[src/design/ttp_pkg.sv]
// package of constants and types for the triple timer pin control block
package ttp_pkg;
  // ---------------------------------------------------------------
  // register map (byte addresses, one word each)
  // ---------------------------------------------------------------
  localparam logic [7:0] TTP_OFF_CTRL_STAT0 = 8'h00;
  localparam logic [7:0] TTP_OFF_CTRL_STAT1 = 8'h10;
  localparam logic [7:0] TTP_OFF_CTRL_STAT2 = 8'h20;
  localparam logic [7:0] TTP_OFF_COMPARE0 = 8'h04;
  localparam logic [7:0] TTP_OFF_COMPARE1 = 8'h14;
  localparam logic [7:0] TTP_OFF_COMPARE2 = 8'h24;
  localparam logic [7:0] TTP_OFF_COUNT0 = 8'h08;
  localparam logic [7:0] TTP_OFF_COUNT1 = 8'h18;
  localparam logic [7:0] TTP_OFF_COUNT2 = 8'h28;
  localparam logic [7:0] TTP_OFF_CAPTURE0 = 8'h0c;
  localparam logic [7:0] TTP_OFF_IRQ_STAT = 8'h30;
  localparam logic [7:0] TTP_OFF_IRQ_MASK = 8'h34;
  localparam logic [7:0] TTP_OFF_POWER = 8'h38;
  // ---------------------------------------------------------------
  // control/status field positions
  // ---------------------------------------------------------------
  localparam int TTP_BIT_ENABLE = 0;
  localparam int TTP_BIT_MODE_LO = 1;
  localparam int TTP_BIT_MODE_HI = 3;
  localparam int TTP_BIT_CLK_EXT = 4;
  localparam int TTP_BIT_IRQ_EN = 5;
  localparam int TTP_BIT_GPIO_DIR = 6;
  localparam int TTP_BIT_GPIO_OUT = 7;
  localparam int TTP_BIT_PIN_IN = 8;
  localparam int TTP_BIT_MATCH = 9;
  localparam int TTP_BIT_POWER_STOP = 0;
  localparam int TTP_BIT_POWER_WAIT = 1;
  // ---------------------------------------------------------------
  // reset values and sizes
  // ---------------------------------------------------------------
  localparam int TTP_NUM_CH = 3;
  localparam int TTP_CNT_W = 24;
  localparam logic [7:0] TTP_CTRL_RESET = 8'h00;
  localparam logic [23:0] TTP_CMP_RESET = 24'hff_ffff;
  localparam logic [31:0] TTP_READ_UNMAPPED = 32'h0000_0000;
  // ---------------------------------------------------------------
  // channel modes
  // ---------------------------------------------------------------
  typedef enum logic [2:0] {
    TTP_MODE_GPIO = 3'h0,
    TTP_MODE_TIMER = 3'h1,
    TTP_MODE_PULSE = 3'h2,
    TTP_MODE_WATCHDOG = 3'h3,
    TTP_MODE_EVENT = 3'h4,
    TTP_MODE_MEASURE = 3'h5
  } ttp_mode_t;
endpackage

[src/design/ttp_chan_if.sv]
// interface between the register front end and one timer channel
`timescale 1ns/100ps
interface ttp_chan_if;
  import ttp_pkg::*;
  logic [7:0] ctrl;
  logic [23:0] compare;
  logic count_clear;
  logic stopped;
  logic pin_sync;
  logic [23:0] count;
  logic [23:0] capture;
  logic match_pulse;
  logic pin_out;
  logic pin_oe_n;
  modport ctl (output ctrl, output compare, output count_clear, output stopped,
    output pin_sync, input count, input capture, input match_pulse, input pin_out,
    input pin_oe_n);
  modport chan (input ctrl, input compare, input count_clear, input stopped,
    input pin_sync, output count, output capture, output match_pulse, output pin_out,
    output pin_oe_n);
endinterface

[src/design/ttp_sync.sv]
// two-flop synchroniser for one pin input
`timescale 1ns/100ps
module ttp_sync (
  input wire logic mclk,
  input wire logic resetn,
  input wire logic async_in,
  output logic sync_out
);
  typedef struct packed {
    logic meta;
    logic sync;
  } ttp_sync_t;
  ttp_sync_t st;
  ttp_sync_t next_st;
  // first flop feeds only the second
  always_comb begin
    next_st.meta = async_in;
    next_st.sync = st.meta;
    if (!resetn) begin
      next_st = '0;
    end
  end
  always_ff @(posedge mclk) begin
    st <= next_st;
  end
  assign sync_out = st.sync;
endmodule

[src/design/ttp_channel.sv]
// one timer channel: counter, compare, pin direction
`timescale 1ns/100ps
module ttp_channel
  import ttp_pkg::*;
(
  input wire logic mclk,
  input wire logic resetn,
  ttp_chan_if.chan ch
);
  typedef struct packed {
    logic pin_prev;
    logic [23:0] count;
    logic [23:0] capture;
    logic match;
    logic wave;
  } ttp_chan_t;
  ttp_chan_t st;
  ttp_chan_t next_st;
  logic enable;
  logic ext_clk;
  logic [2:0] mode;
  logic pin_rise;
  logic tick;
  logic drives;
  assign enable = ch.ctrl[TTP_BIT_ENABLE];
  assign ext_clk = ch.ctrl[TTP_BIT_CLK_EXT];
  assign mode = ch.ctrl[TTP_BIT_MODE_HI:TTP_BIT_MODE_LO];
  // pin ignored while stopped
  assign pin_rise = ch.pin_sync && !st.pin_prev && !ch.stopped;
  // internal clock or pin events
  assign tick = enable && !ch.stopped && (ext_clk ? pin_rise : 1'b1);
  // direction by mode; gpio follows its own direction bit
  always_comb begin
    case (mode)
      TTP_MODE_TIMER, TTP_MODE_PULSE, TTP_MODE_WATCHDOG: drives = 1'b1;
      TTP_MODE_EVENT, TTP_MODE_MEASURE: drives = 1'b0;
      TTP_MODE_GPIO: drives = ch.ctrl[TTP_BIT_GPIO_DIR];
      default: drives = 1'b0;
    endcase
  end
  // count, compare and capture
  always_comb begin
    next_st = st;
    next_st.match = 1'b0;
    next_st.pin_prev = ch.pin_sync;
    if (ch.count_clear || !enable) begin
      next_st.count = '0;
      next_st.wave = 1'b0;
    end else if (mode == TTP_MODE_MEASURE) begin
      // pin edge latches elapsed internal clocks
      if (pin_rise) begin
        next_st.capture = st.count;
        next_st.count = '0;
        next_st.match = 1'b1;
      end else if (!ch.stopped) begin
        next_st.count = st.count + 24'h00_0001;
      end
    end else if (tick) begin
      if (st.count + 24'h00_0001 >= ch.compare) begin
        next_st.count = '0;
        next_st.match = 1'b1;
        // pulse mode toggles, timer/watchdog flag on pin
        next_st.wave = (mode == TTP_MODE_PULSE) ? !st.wave : 1'b1;
      end else begin
        next_st.count = st.count + 24'h00_0001;
        if (mode != TTP_MODE_PULSE) begin
          next_st.wave = 1'b0;
        end
      end
    end
    if (!resetn) begin
      next_st = '0;
    end
  end
  always_ff @(posedge mclk) begin
    st <= next_st;
  end
  assign ch.count = st.count;
  assign ch.capture = st.capture;
  assign ch.match_pulse = st.match;
  assign ch.pin_out = (mode == TTP_MODE_GPIO) ? ch.ctrl[TTP_BIT_GPIO_OUT] : st.wave;
  // stop tri-states a driving pin; wait changes nothing
  assign ch.pin_oe_n = ch.stopped ? 1'b1 : !drives;
endmodule

[src/design/ttp_top.sv]
// top of the triple timer: avalon slave, irq, three channels
//
// The register addresses and register access over Avalon-MM were chosen for this implementation.
`timescale 1ns/100ps
// Summary of operation
// three identical independent channels, each with its own pin and control/status word.
// each channel counts either mclk or rising edges on its own pin.
// on reaching the compare value a channel flags an interrupt or drives its pin.
// event counter and measurement modes use the pin as an input.
// watchdog, timer and pulse modes drive the pin as an output.
// after reset the pin is a gpio input; the control word can make it output or timer pin.
// in stop an input pin stays input and its value is ignored.
// in stop a pin that was driving is released to high impedance.
// wait leaves every pin direction and drive level unchanged.
// a match sets the channel status flag, which interrupts only if enabled.
module ttp_top
  import ttp_pkg::*;
(
  input wire logic mclk,
  input wire logic resetn,
  input wire logic [7:0] avs_address,
  input wire logic avs_read,
  input wire logic avs_write,
  input wire logic [31:0] avs_writedata,
  input wire logic [3:0] avs_byteenable,
  output logic [31:0] avs_readdata,
  output logic avs_waitrequest,
  output logic irq,
  input wire logic timer_pin_0_in,
  output logic timer_pin_0_out,
  output logic timer_pin_0_oe_n,
  input wire logic timer_pin_1_in,
  output logic timer_pin_1_out,
  output logic timer_pin_1_oe_n,
  input wire logic timer_pin_2_in,
  output logic timer_pin_2_out,
  output logic timer_pin_2_oe_n
);
  // ---------------------------------------------------------------
  // state
  // ---------------------------------------------------------------
  typedef struct packed {
    logic [2:0][7:0] ctrl;
    logic [2:0][23:0] compare;
    logic [2:0] count_clear;
    logic [2:0] irq_stat;
    logic [2:0] irq_mask;
    logic stop;
    logic wait_st;
    logic answered;
    logic [31:0] rdata;
    logic irq;
  } ttp_top_t;
  ttp_top_t st;
  ttp_top_t next_st;
  ttp_chan_if chi [TTP_NUM_CH] ();
  logic [2:0] pin_raw;
  logic [2:0] pin_sync;
  logic [2:0] match;
  logic [2:0] pin_out;
  logic [2:0] pin_oe_n;
  logic [2:0][23:0] count;
  logic [2:0][23:0] capture;
  logic [2:0][31:0] ch_stat;
  logic access;
  logic [1:0] sel;
  logic [7:0] offs;
  logic [31:0] wmask;
  logic [31:0] rmux;
  assign pin_raw = {timer_pin_2_in, timer_pin_1_in, timer_pin_0_in};
  // ---------------------------------------------------------------
  // three independent channels
  // ---------------------------------------------------------------
  genvar gi;
  generate
    for (gi = 0; gi < TTP_NUM_CH; gi++) begin : g_ch
      ttp_sync u_sync (
        .mclk(mclk),
        .resetn(resetn),
        .async_in(pin_raw[gi]),
        .sync_out(pin_sync[gi])
      );
      // each channel has private config; only the stop bit is shared
      assign chi[gi].ctrl = st.ctrl[gi];
      assign chi[gi].compare = st.compare[gi];
      assign chi[gi].count_clear = st.count_clear[gi];
      assign chi[gi].stopped = st.stop;
      assign chi[gi].pin_sync = pin_sync[gi];
      assign match[gi] = chi[gi].match_pulse;
      assign pin_out[gi] = chi[gi].pin_out;
      assign pin_oe_n[gi] = chi[gi].pin_oe_n;
      assign count[gi] = chi[gi].count;
      assign capture[gi] = chi[gi].capture;
      assign ch_stat[gi] = {22'h00_0000, st.irq_stat[gi], pin_sync[gi], st.ctrl[gi]};
      ttp_channel u_chan (
        .mclk(mclk),
        .resetn(resetn),
        .ch(chi[gi])
      );
    end
  endgenerate
  assign timer_pin_0_out = pin_out[0];
  assign timer_pin_1_out = pin_out[1];
  assign timer_pin_2_out = pin_out[2];
  assign timer_pin_0_oe_n = pin_oe_n[0];
  assign timer_pin_1_oe_n = pin_oe_n[1];
  assign timer_pin_2_oe_n = pin_oe_n[2];
  // ---------------------------------------------------------------
  // address decode
  // ---------------------------------------------------------------
  // one wait cycle per access keeps read data registered
  assign access = (avs_read || avs_write) && !st.answered;
  assign offs = avs_address & 8'hcf;
  assign sel = avs_address[5:4];
  assign wmask = {{8{avs_byteenable[3]}}, {8{avs_byteenable[2]}},
    {8{avs_byteenable[1]}}, {8{avs_byteenable[0]}}};
  // read mux, unmapped and channel index 3 read zero
  always_comb begin
    rmux = TTP_READ_UNMAPPED;
    if (avs_address == TTP_OFF_IRQ_STAT) begin
      rmux = {29'h0000_0000, st.irq_stat};
    end else if (avs_address == TTP_OFF_IRQ_MASK) begin
      rmux = {29'h0000_0000, st.irq_mask};
    end else if (avs_address == TTP_OFF_POWER) begin
      rmux = {30'h0000_0000, st.wait_st, st.stop};
    end else if (sel != 2'h3) begin
      case (offs)
        TTP_OFF_CTRL_STAT0: rmux = ch_stat[sel];
        TTP_OFF_COMPARE0: rmux = {8'h00, st.compare[sel]};
        TTP_OFF_COUNT0: rmux = {8'h00, count[sel]};
        TTP_OFF_CAPTURE0: rmux = {8'h00, capture[sel]};
        default: rmux = TTP_READ_UNMAPPED;
      endcase
    end
  end
  // ---------------------------------------------------------------
  // register writes, status flags and interrupt
  // ---------------------------------------------------------------
  always_comb begin
    next_st = st;
    next_st.count_clear = '0;
    next_st.answered = access;
    if (access && avs_read) begin
      next_st.rdata = rmux;
    end
    if (access && avs_write) begin
      if (avs_address == TTP_OFF_IRQ_MASK) begin
        next_st.irq_mask = (st.irq_mask & ~wmask[2:0]) | (avs_writedata[2:0] & wmask[2:0]);
      end else if (avs_address == TTP_OFF_IRQ_STAT) begin
        next_st.irq_stat = st.irq_stat & ~(avs_writedata[2:0] & wmask[2:0]);
      end else if (avs_address == TTP_OFF_POWER) begin
        if (avs_byteenable[0]) begin
          next_st.stop = avs_writedata[TTP_BIT_POWER_STOP];
          // wait only records state, pins untouched
          next_st.wait_st = avs_writedata[TTP_BIT_POWER_WAIT];
        end
      end else if (sel != 2'h3) begin
        case (offs)
          TTP_OFF_CTRL_STAT0: begin
            // control word picks gpio dir or timer function
            if (avs_byteenable[0]) begin
              next_st.ctrl[sel] = avs_writedata[7:0];
            end
            // writing one to the match bit clears it
            if (avs_byteenable[1] && avs_writedata[TTP_BIT_MATCH]) begin
              next_st.irq_stat[sel] = 1'b0;
            end
          end
          TTP_OFF_COMPARE0: begin
            // unselected lanes keep their old bytes
            next_st.compare[sel] = (st.compare[sel] & ~wmask[23:0]) |
              (avs_writedata[23:0] & wmask[23:0]);
          end
          TTP_OFF_COUNT0: next_st.count_clear[sel] = 1'b1;
          default: next_st.count_clear = '0;
        endcase
      end
    end
    // set beats clear in the same cycle
    next_st.irq_stat = next_st.irq_stat | match;
    next_st.irq = |(next_st.irq_stat & st.irq_mask & {st.ctrl[2][TTP_BIT_IRQ_EN],
      st.ctrl[1][TTP_BIT_IRQ_EN], st.ctrl[0][TTP_BIT_IRQ_EN]});
    if (!resetn) begin
      next_st = '0;
      next_st.compare = {TTP_NUM_CH{TTP_CMP_RESET}};
      next_st.ctrl = {TTP_NUM_CH{TTP_CTRL_RESET}};
    end
  end
  always_ff @(posedge mclk) begin
    st <= next_st;
  end
  assign avs_waitrequest = (avs_read || avs_write) && !st.answered;
  assign avs_readdata = st.rdata;
  assign irq = st.irq;
endmodule

[config.mk]
export PLATFORM = sky130hd
export DESIGN_NAME = ttp_top
export DESIGN_NICKNAME = d
export VERILOG_FILES = /design/src/design/ttp_pkg.sv /design/src/design/ttp_chan_if.sv /design/src/design/ttp_sync.sv /design/src/design/ttp_channel.sv /design/src/design/ttp_top.sv
export SDC_FILE = /design/constraint.sdc
export NUM_CORES = 1
export LEC_CHECK = 0
export CAP_MARGIN = 20
export CORE_UTILIZATION = 58
export CTS_CLUSTER_SIZE = 25
export DETAILED_ROUTE_END_ITERATION = 16
export DONT_BUFFER_PORTS = 1
export GPL_TIMING_DRIVEN = 0
export PLACE_DENSITY = 0.84
export SYNTH_ARGS = -nofsm -noshare
export SYNTH_HDL_FRONTEND = slang
export SYNTH_SLANG_ARGS = --single-unit
[constraint.sdc]
create_clock -name mclk -period 3.1 [get_ports mclk]
set_input_delay 0.155 -clock mclk [delete_from_list [all_inputs] [get_ports mclk]]
set_output_delay 0.155 -clock mclk [all_outputs]
set_load 0.02 [all_outputs]
==> results.txt <==
----------------------------------------------------
[Synthesis]
  Synthesized-area fraction occupied by adder cells ... 5.709%
  Area share of xor/xnor cells in the synthesized design ... 2.984%
  Area share of the leading cell type in the synthesized netlist ... 35.56%
  Number of synthesized register bits ... 292
  Top cells by area in the synthesized netlist ... sky130_fd_sc_hd__dfxtp_1, sky130_fd_sc_hd__nand2_1, sky130_fd_sc_hd__mux2i_1
  Total number of yosys warnings ... 0
  Syn Inst Count ... 2,002
  Post-synth EDFFs ... 0
  Asr flop ratio synth ... 0%
  Cell Area, Synth ... 16,440 sq um
  Simple-Gate Fraction of Synth Area ... 20.78%
  Share of synthesized area occupied by flip-flops and latches ... 35.56%
  Mean instance size in the synthesized netlist ... 8.210 sq um
  Most frequently used flop master after synthesis ... sky130_fd_sc_hd__dfxtp_1
  Dominant combinational cell family by area after synthesis ... simple AND/OR/NAND/NOR gates
  Fraction of the mapped netlist area in compound gates ... 19.62%
  Library cell occupying the most area in the post-synthesis netlist ... sky130_fd_sc_hd__dfxtp_1
  Post-synthesis cell type count ... 69
  Leading post-synthesis cells by instance count ... sky130_fd_sc_hd__nand2_1, sky130_fd_sc_hd__dfxtp_1, sky130_fd_sc_hd__mux2i_1, sky130_fd_sc_hd__clkbuf_1, sky130_fd_sc_hd__a21oi_1
  Multiplexer area fraction after synthesis ... 8.320%
  Most common cell in the synthesized netlist ... sky130_fd_sc_hd__nand2_1

[CTS]
  Clock Root Buffer ... sky130_fd_sc_hd__clkbuf_16
  CTS Buffer Depth ... 3
  Sink count of the clock tree ... 292
  Latest clock arrival within the worst-skew pair ... 520 ps
  Clock transition time at the flip-flop clock pins of the worst setup and hold paths ... 60 ps
  Total clock buffers created by CTS ... 34
  Clock tree from TritonCTS ... done
  H-Tree Depth ... 2

[Routing]
  First-pass iteration count of the detailed router ... 7
  Remaining DRCs ... 0
  Iter 0 DRT Violations ... 1,877
  Vias per inst ... 6.375
  Antenna Violating Nets Remaining ... 0
  Number of vias in the routed layout ... 16.26k
  Overall routed net length ... 59,170 um
  Wire per inst ... 23.21 um

[Pwr]
  Peak supply drop ... 0.4499 mV
  PwrDens ... 418.5 nW/um^2
  Static Leak ... 0.009199 uW
  Design Power ... 8305 uW

[GRT]
  First-pass GRT wire length ... 86,610 um
  Grt total ovfl ... 0
  Antenna violations before repair ... 1
  Number of global-route vias before repair ... 15.36k
  Pin count of the biggest net entering global routing ... 14
  Combined global-route utilization of all metal layers ... 39.57%

[Hold path]
  Capture endpoint of the worst hold path ... chi[0].compare[7]
  Worst hold path cell count ... 2
  Startpoint of the most critical hold path ... avs_writedata[7]
  Hold Crit Class ... input port to flop

[Place]
  Area after DPL ... 17,120 sq um
  Gp weighted congestion ... 1.003
  Detailed-placement wirelength estimate ... 42,070 um
  Number of port buffers ... 0

[Critical path]
  Slack of the worst reg-to-reg path ... -580 ps
  Worst Reg2Reg Path Length in Cells ... 15
  Critical Path Start Type ... flop
  Required @ worst endpoint ... 3550 ps
  Crit. End Element ... flop
  Worst path cell trace ... and3_4, nand3_4, or3_4, nor2_4, and3_4, xor2_1, ha_1, a21oi_1, a21oi_2, or3_4, buf_4, o31ai_4, buf_6, buf_8, a22o_1
  Category of cells accounting for the largest share of critical-path delay ... simple AND/OR/NAND/NOR gates
  Type of the worst setup path ... flop to flop
  R2r startpoint ... g_ch[1].u_chan.ch.count[0]
  Destination of the worst register-to-register timing path ... g_ch[1].u_chan.ch.count[16]
  Worst path max stage delay ... 450 ps
  Maximum fanout along the worst path ... 7
  Worst Path Buf+Inv ... 3
  Arrival time worst endpoint ... 4130 ps
  Cell with the largest stage delay on the worst path ... sky130_fd_sc_hd__or3_4

[Run status]
  Status ... complete, but fails checks
  Violations in the final reports ... setup timing

[Floorplan]
  Die height ... 170.3 um
  Floorplan die width ... 170.3 um
  Number of cell rows ... 61
  Number of top-level design ports ... 91
  Area of the core region ... 27,860 sq um
  Starting Density ... 59.00%
  Die ar. ... 29,020 sq um

[Job]
  Max-cap violation count ... 0

[Timing]
  Final count of hold timing violations ... 0
  Measured slew at the worst slew-check pin ... 1090 ps
  Final cycle utilization of the critical path ... 118.6%
  Min Clock Period, post-route ... 3676 ps
  Maximum clock frequency ... 0.2720 GHz
  Worst-case setup margin in the final layout ... -576.1 ps
  Total setup violations reported at the end of the flow ... 76
  Rel. slew slack ... 26.58%
  Worst Clk Skew ... 15.39 ps
  Setup repair after global routing missed its margin ... true
  Number of slew-limit violations in the final report ... 0

[Layout]
  Total number of nets in the final design ... 2,272
  Final instance area ... 19,850 sq um
  Layout cell share with drive strength beyond 1 ... 17.60%
  Area Overhead vs Synth ... 20.74%

----------------------------------------------------
## worst register-to-register path, cell delays in order, from the launching register on
cell and delay, ps:
sky130_fd_sc_hd__dfxtp_4 370, sky130_fd_sc_hd__and3_4 200, sky130_fd_sc_hd__nand3_4 80, sky130_fd_sc_hd__or3_4 450, sky130_fd_sc_hd__nor2_4 220, sky130_fd_sc_hd__and3_4 240
sky130_fd_sc_hd__xor2_1 170, sky130_fd_sc_hd__ha_1 290, sky130_fd_sc_hd__a21oi_1 250, sky130_fd_sc_hd__a21oi_2 80, sky130_fd_sc_hd__or3_4 440, sky130_fd_sc_hd__buf_4 160
sky130_fd_sc_hd__o31ai_4 210, sky130_fd_sc_hd__buf_6 190, sky130_fd_sc_hd__buf_8 140, sky130_fd_sc_hd__a22o_1 130
## worst max path at each step
stage                                     from  slack, ps  depth (start not counted)                           to
floorplan           g_ch[1].u_chan.ch.count[4]        -80                         16  g_ch[1].u_chan.ch.count[19]
global placement    g_ch[0].u_chan.ch.count[4]       -660                         16  g_ch[0].u_chan.ch.count[15]
detailed placement  g_ch[0].u_chan.ch.count[4]       -720                         16  g_ch[0].u_chan.ch.count[15]
CTS                 g_ch[2].u_chan.ch.count[3]       -410                         14  g_ch[2].u_chan.ch.count[19]
global route        g_ch[1].u_chan.ch.count[0]       -690                         14  g_ch[1].u_chan.ch.count[15]
finish              g_ch[1].u_chan.ch.count[0]       -580                         15  g_ch[1].u_chan.ch.count[16]
## sequential cells by signal, summed over array words and instances (netlist names)
name,flops
g_ch.u_chan.ch.count,72
chi.compare,72
g_ch.u_chan.ch.match_pulse,3
chi.count_clear,3
avs_readdata,24
chi.stopped,1
g_ch.u_sync.st,3
chi.ctrl,24
g_ch.u_chan.st,6
g_ch.u_sync.sync_out,3
ch_stat,3
irq,1
g_ch.u_chan.ch.capture,72
st,5
## layout make-up
cell class              count  area [sq um]
clock buffers              52          1010
plain buffers             161         849.6
diodes                      2         5.005
multi-input cells        1467         10160
fillers                  2119          8011
flip-flops and latches    292          5931
clock inverters             8         93.84
well taps                 378         473.0
repair buffers            111          1030
inverters                  79         296.5
## cell families after synthesis
group           Yosys count
flops                   292
xor+xnor                 56
other cells               1
mux                     135
simple gates            726
buf+inv                 250
compound gates          467
fa+ha+maj                75
## routing by layer
| metal | part of all wire, % | wire (um) | GRT usage [%] | up-vias |
|---|---|---|---|---|
| met5 | 0 | 0 | 0 | - |
| met4 | 8.5 | 5054 | 30.79 | 0 |
| met3 | 9.3 | 5480 | 5.907 | 264 |
| met2 | 44 | 26060 | 61.15 | 1004 |
| met1 | 38 | 22580 | 49.59 | 7716 |
| li1 | - | - | - | 7271 |
## layout by cell type (no fill, tap or decap), types with 21 or more instances in the layout
| cell | n |
|---|---|
| sky130_fd_sc_hd__xnor2_1 | 21 |
| sky130_fd_sc_hd__nand3_1 | 32 |
| sky130_fd_sc_hd__a21oi_1 | 75 |
| sky130_fd_sc_hd__o21ai_0 | 66 |
| sky130_fd_sc_hd__xor2_1 | 24 |
| sky130_fd_sc_hd__dlygate4sd3_1 | 27 |
| sky130_fd_sc_hd__nor2b_1 | 41 |
| sky130_fd_sc_hd__and2_1 | 29 |
| sky130_fd_sc_hd__nor2_1 | 73 |
| sky130_fd_sc_hd__dfxtp_1 | 258 |
| sky130_fd_sc_hd__buf_2 | 27 |
| sky130_fd_sc_hd__clkbuf_1 | 94 |
| sky130_fd_sc_hd__mux2i_1 | 131 |
| sky130_fd_sc_hd__nand4_1 | 33 |
| sky130_fd_sc_hd__buf_4 | 98 |
| sky130_fd_sc_hd__o22ai_1 | 26 |
| sky130_fd_sc_hd__nand2_1 | 372 |
| sky130_fd_sc_hd__inv_1 | 77 |
| sky130_fd_sc_hd__o211ai_1 | 78 |
| sky130_fd_sc_hd__clkbuf_16 | 35 |
| sky130_fd_sc_hd__a21boi_0 | 76 |
| sky130_fd_sc_hd__ha_1 | 68 |
## stage by stage
| step | setup WS, ps | cells | hold WS (ps) | setup TNS, ps | util (%) |
|---|---|---|---|---|---|
| floorplan | -81.82 | 2009 | 282.3 | -1100 | - |
| CTS | -413.1 | 2523 | 2.980 | -25320 | 69.59 |
| global placement | -658.8 | 2387 | 282.5 | -37280 | 61.47 |
| global route | -694.7 | 2549 | 5.041 | -39240 | 71.23 |
| finish | -576.1 | 2550 | 39.33 | -31560 | 71.24 |
| detailed placement | -718.0 | 2387 | 290.2 | -42670 | 61.47 |
## report_power, final
group / switching (uW) / total [uW] / internal (uW)
logic: 332 / 487 / 155
clock network: 1640 / 4060 / 2410
registers: 9.75 / 3760 / 3750
total: 1990 / 8310 / 6320
## repair_timing
| item | CTS | global route |
|---|---|---|
| hold buffers | 27 | 0 |
| setup buffers | 49 | 32 |
| pin swaps | 46 | 61 |
| hold endpoints to repair | 93 | 0 |
| setup endpoints to repair | 78 | 78 |
| cloned | 5 | 1 |
| gates resized for setup | 118 | 65 |
Power figures use the tool's default switching activity.
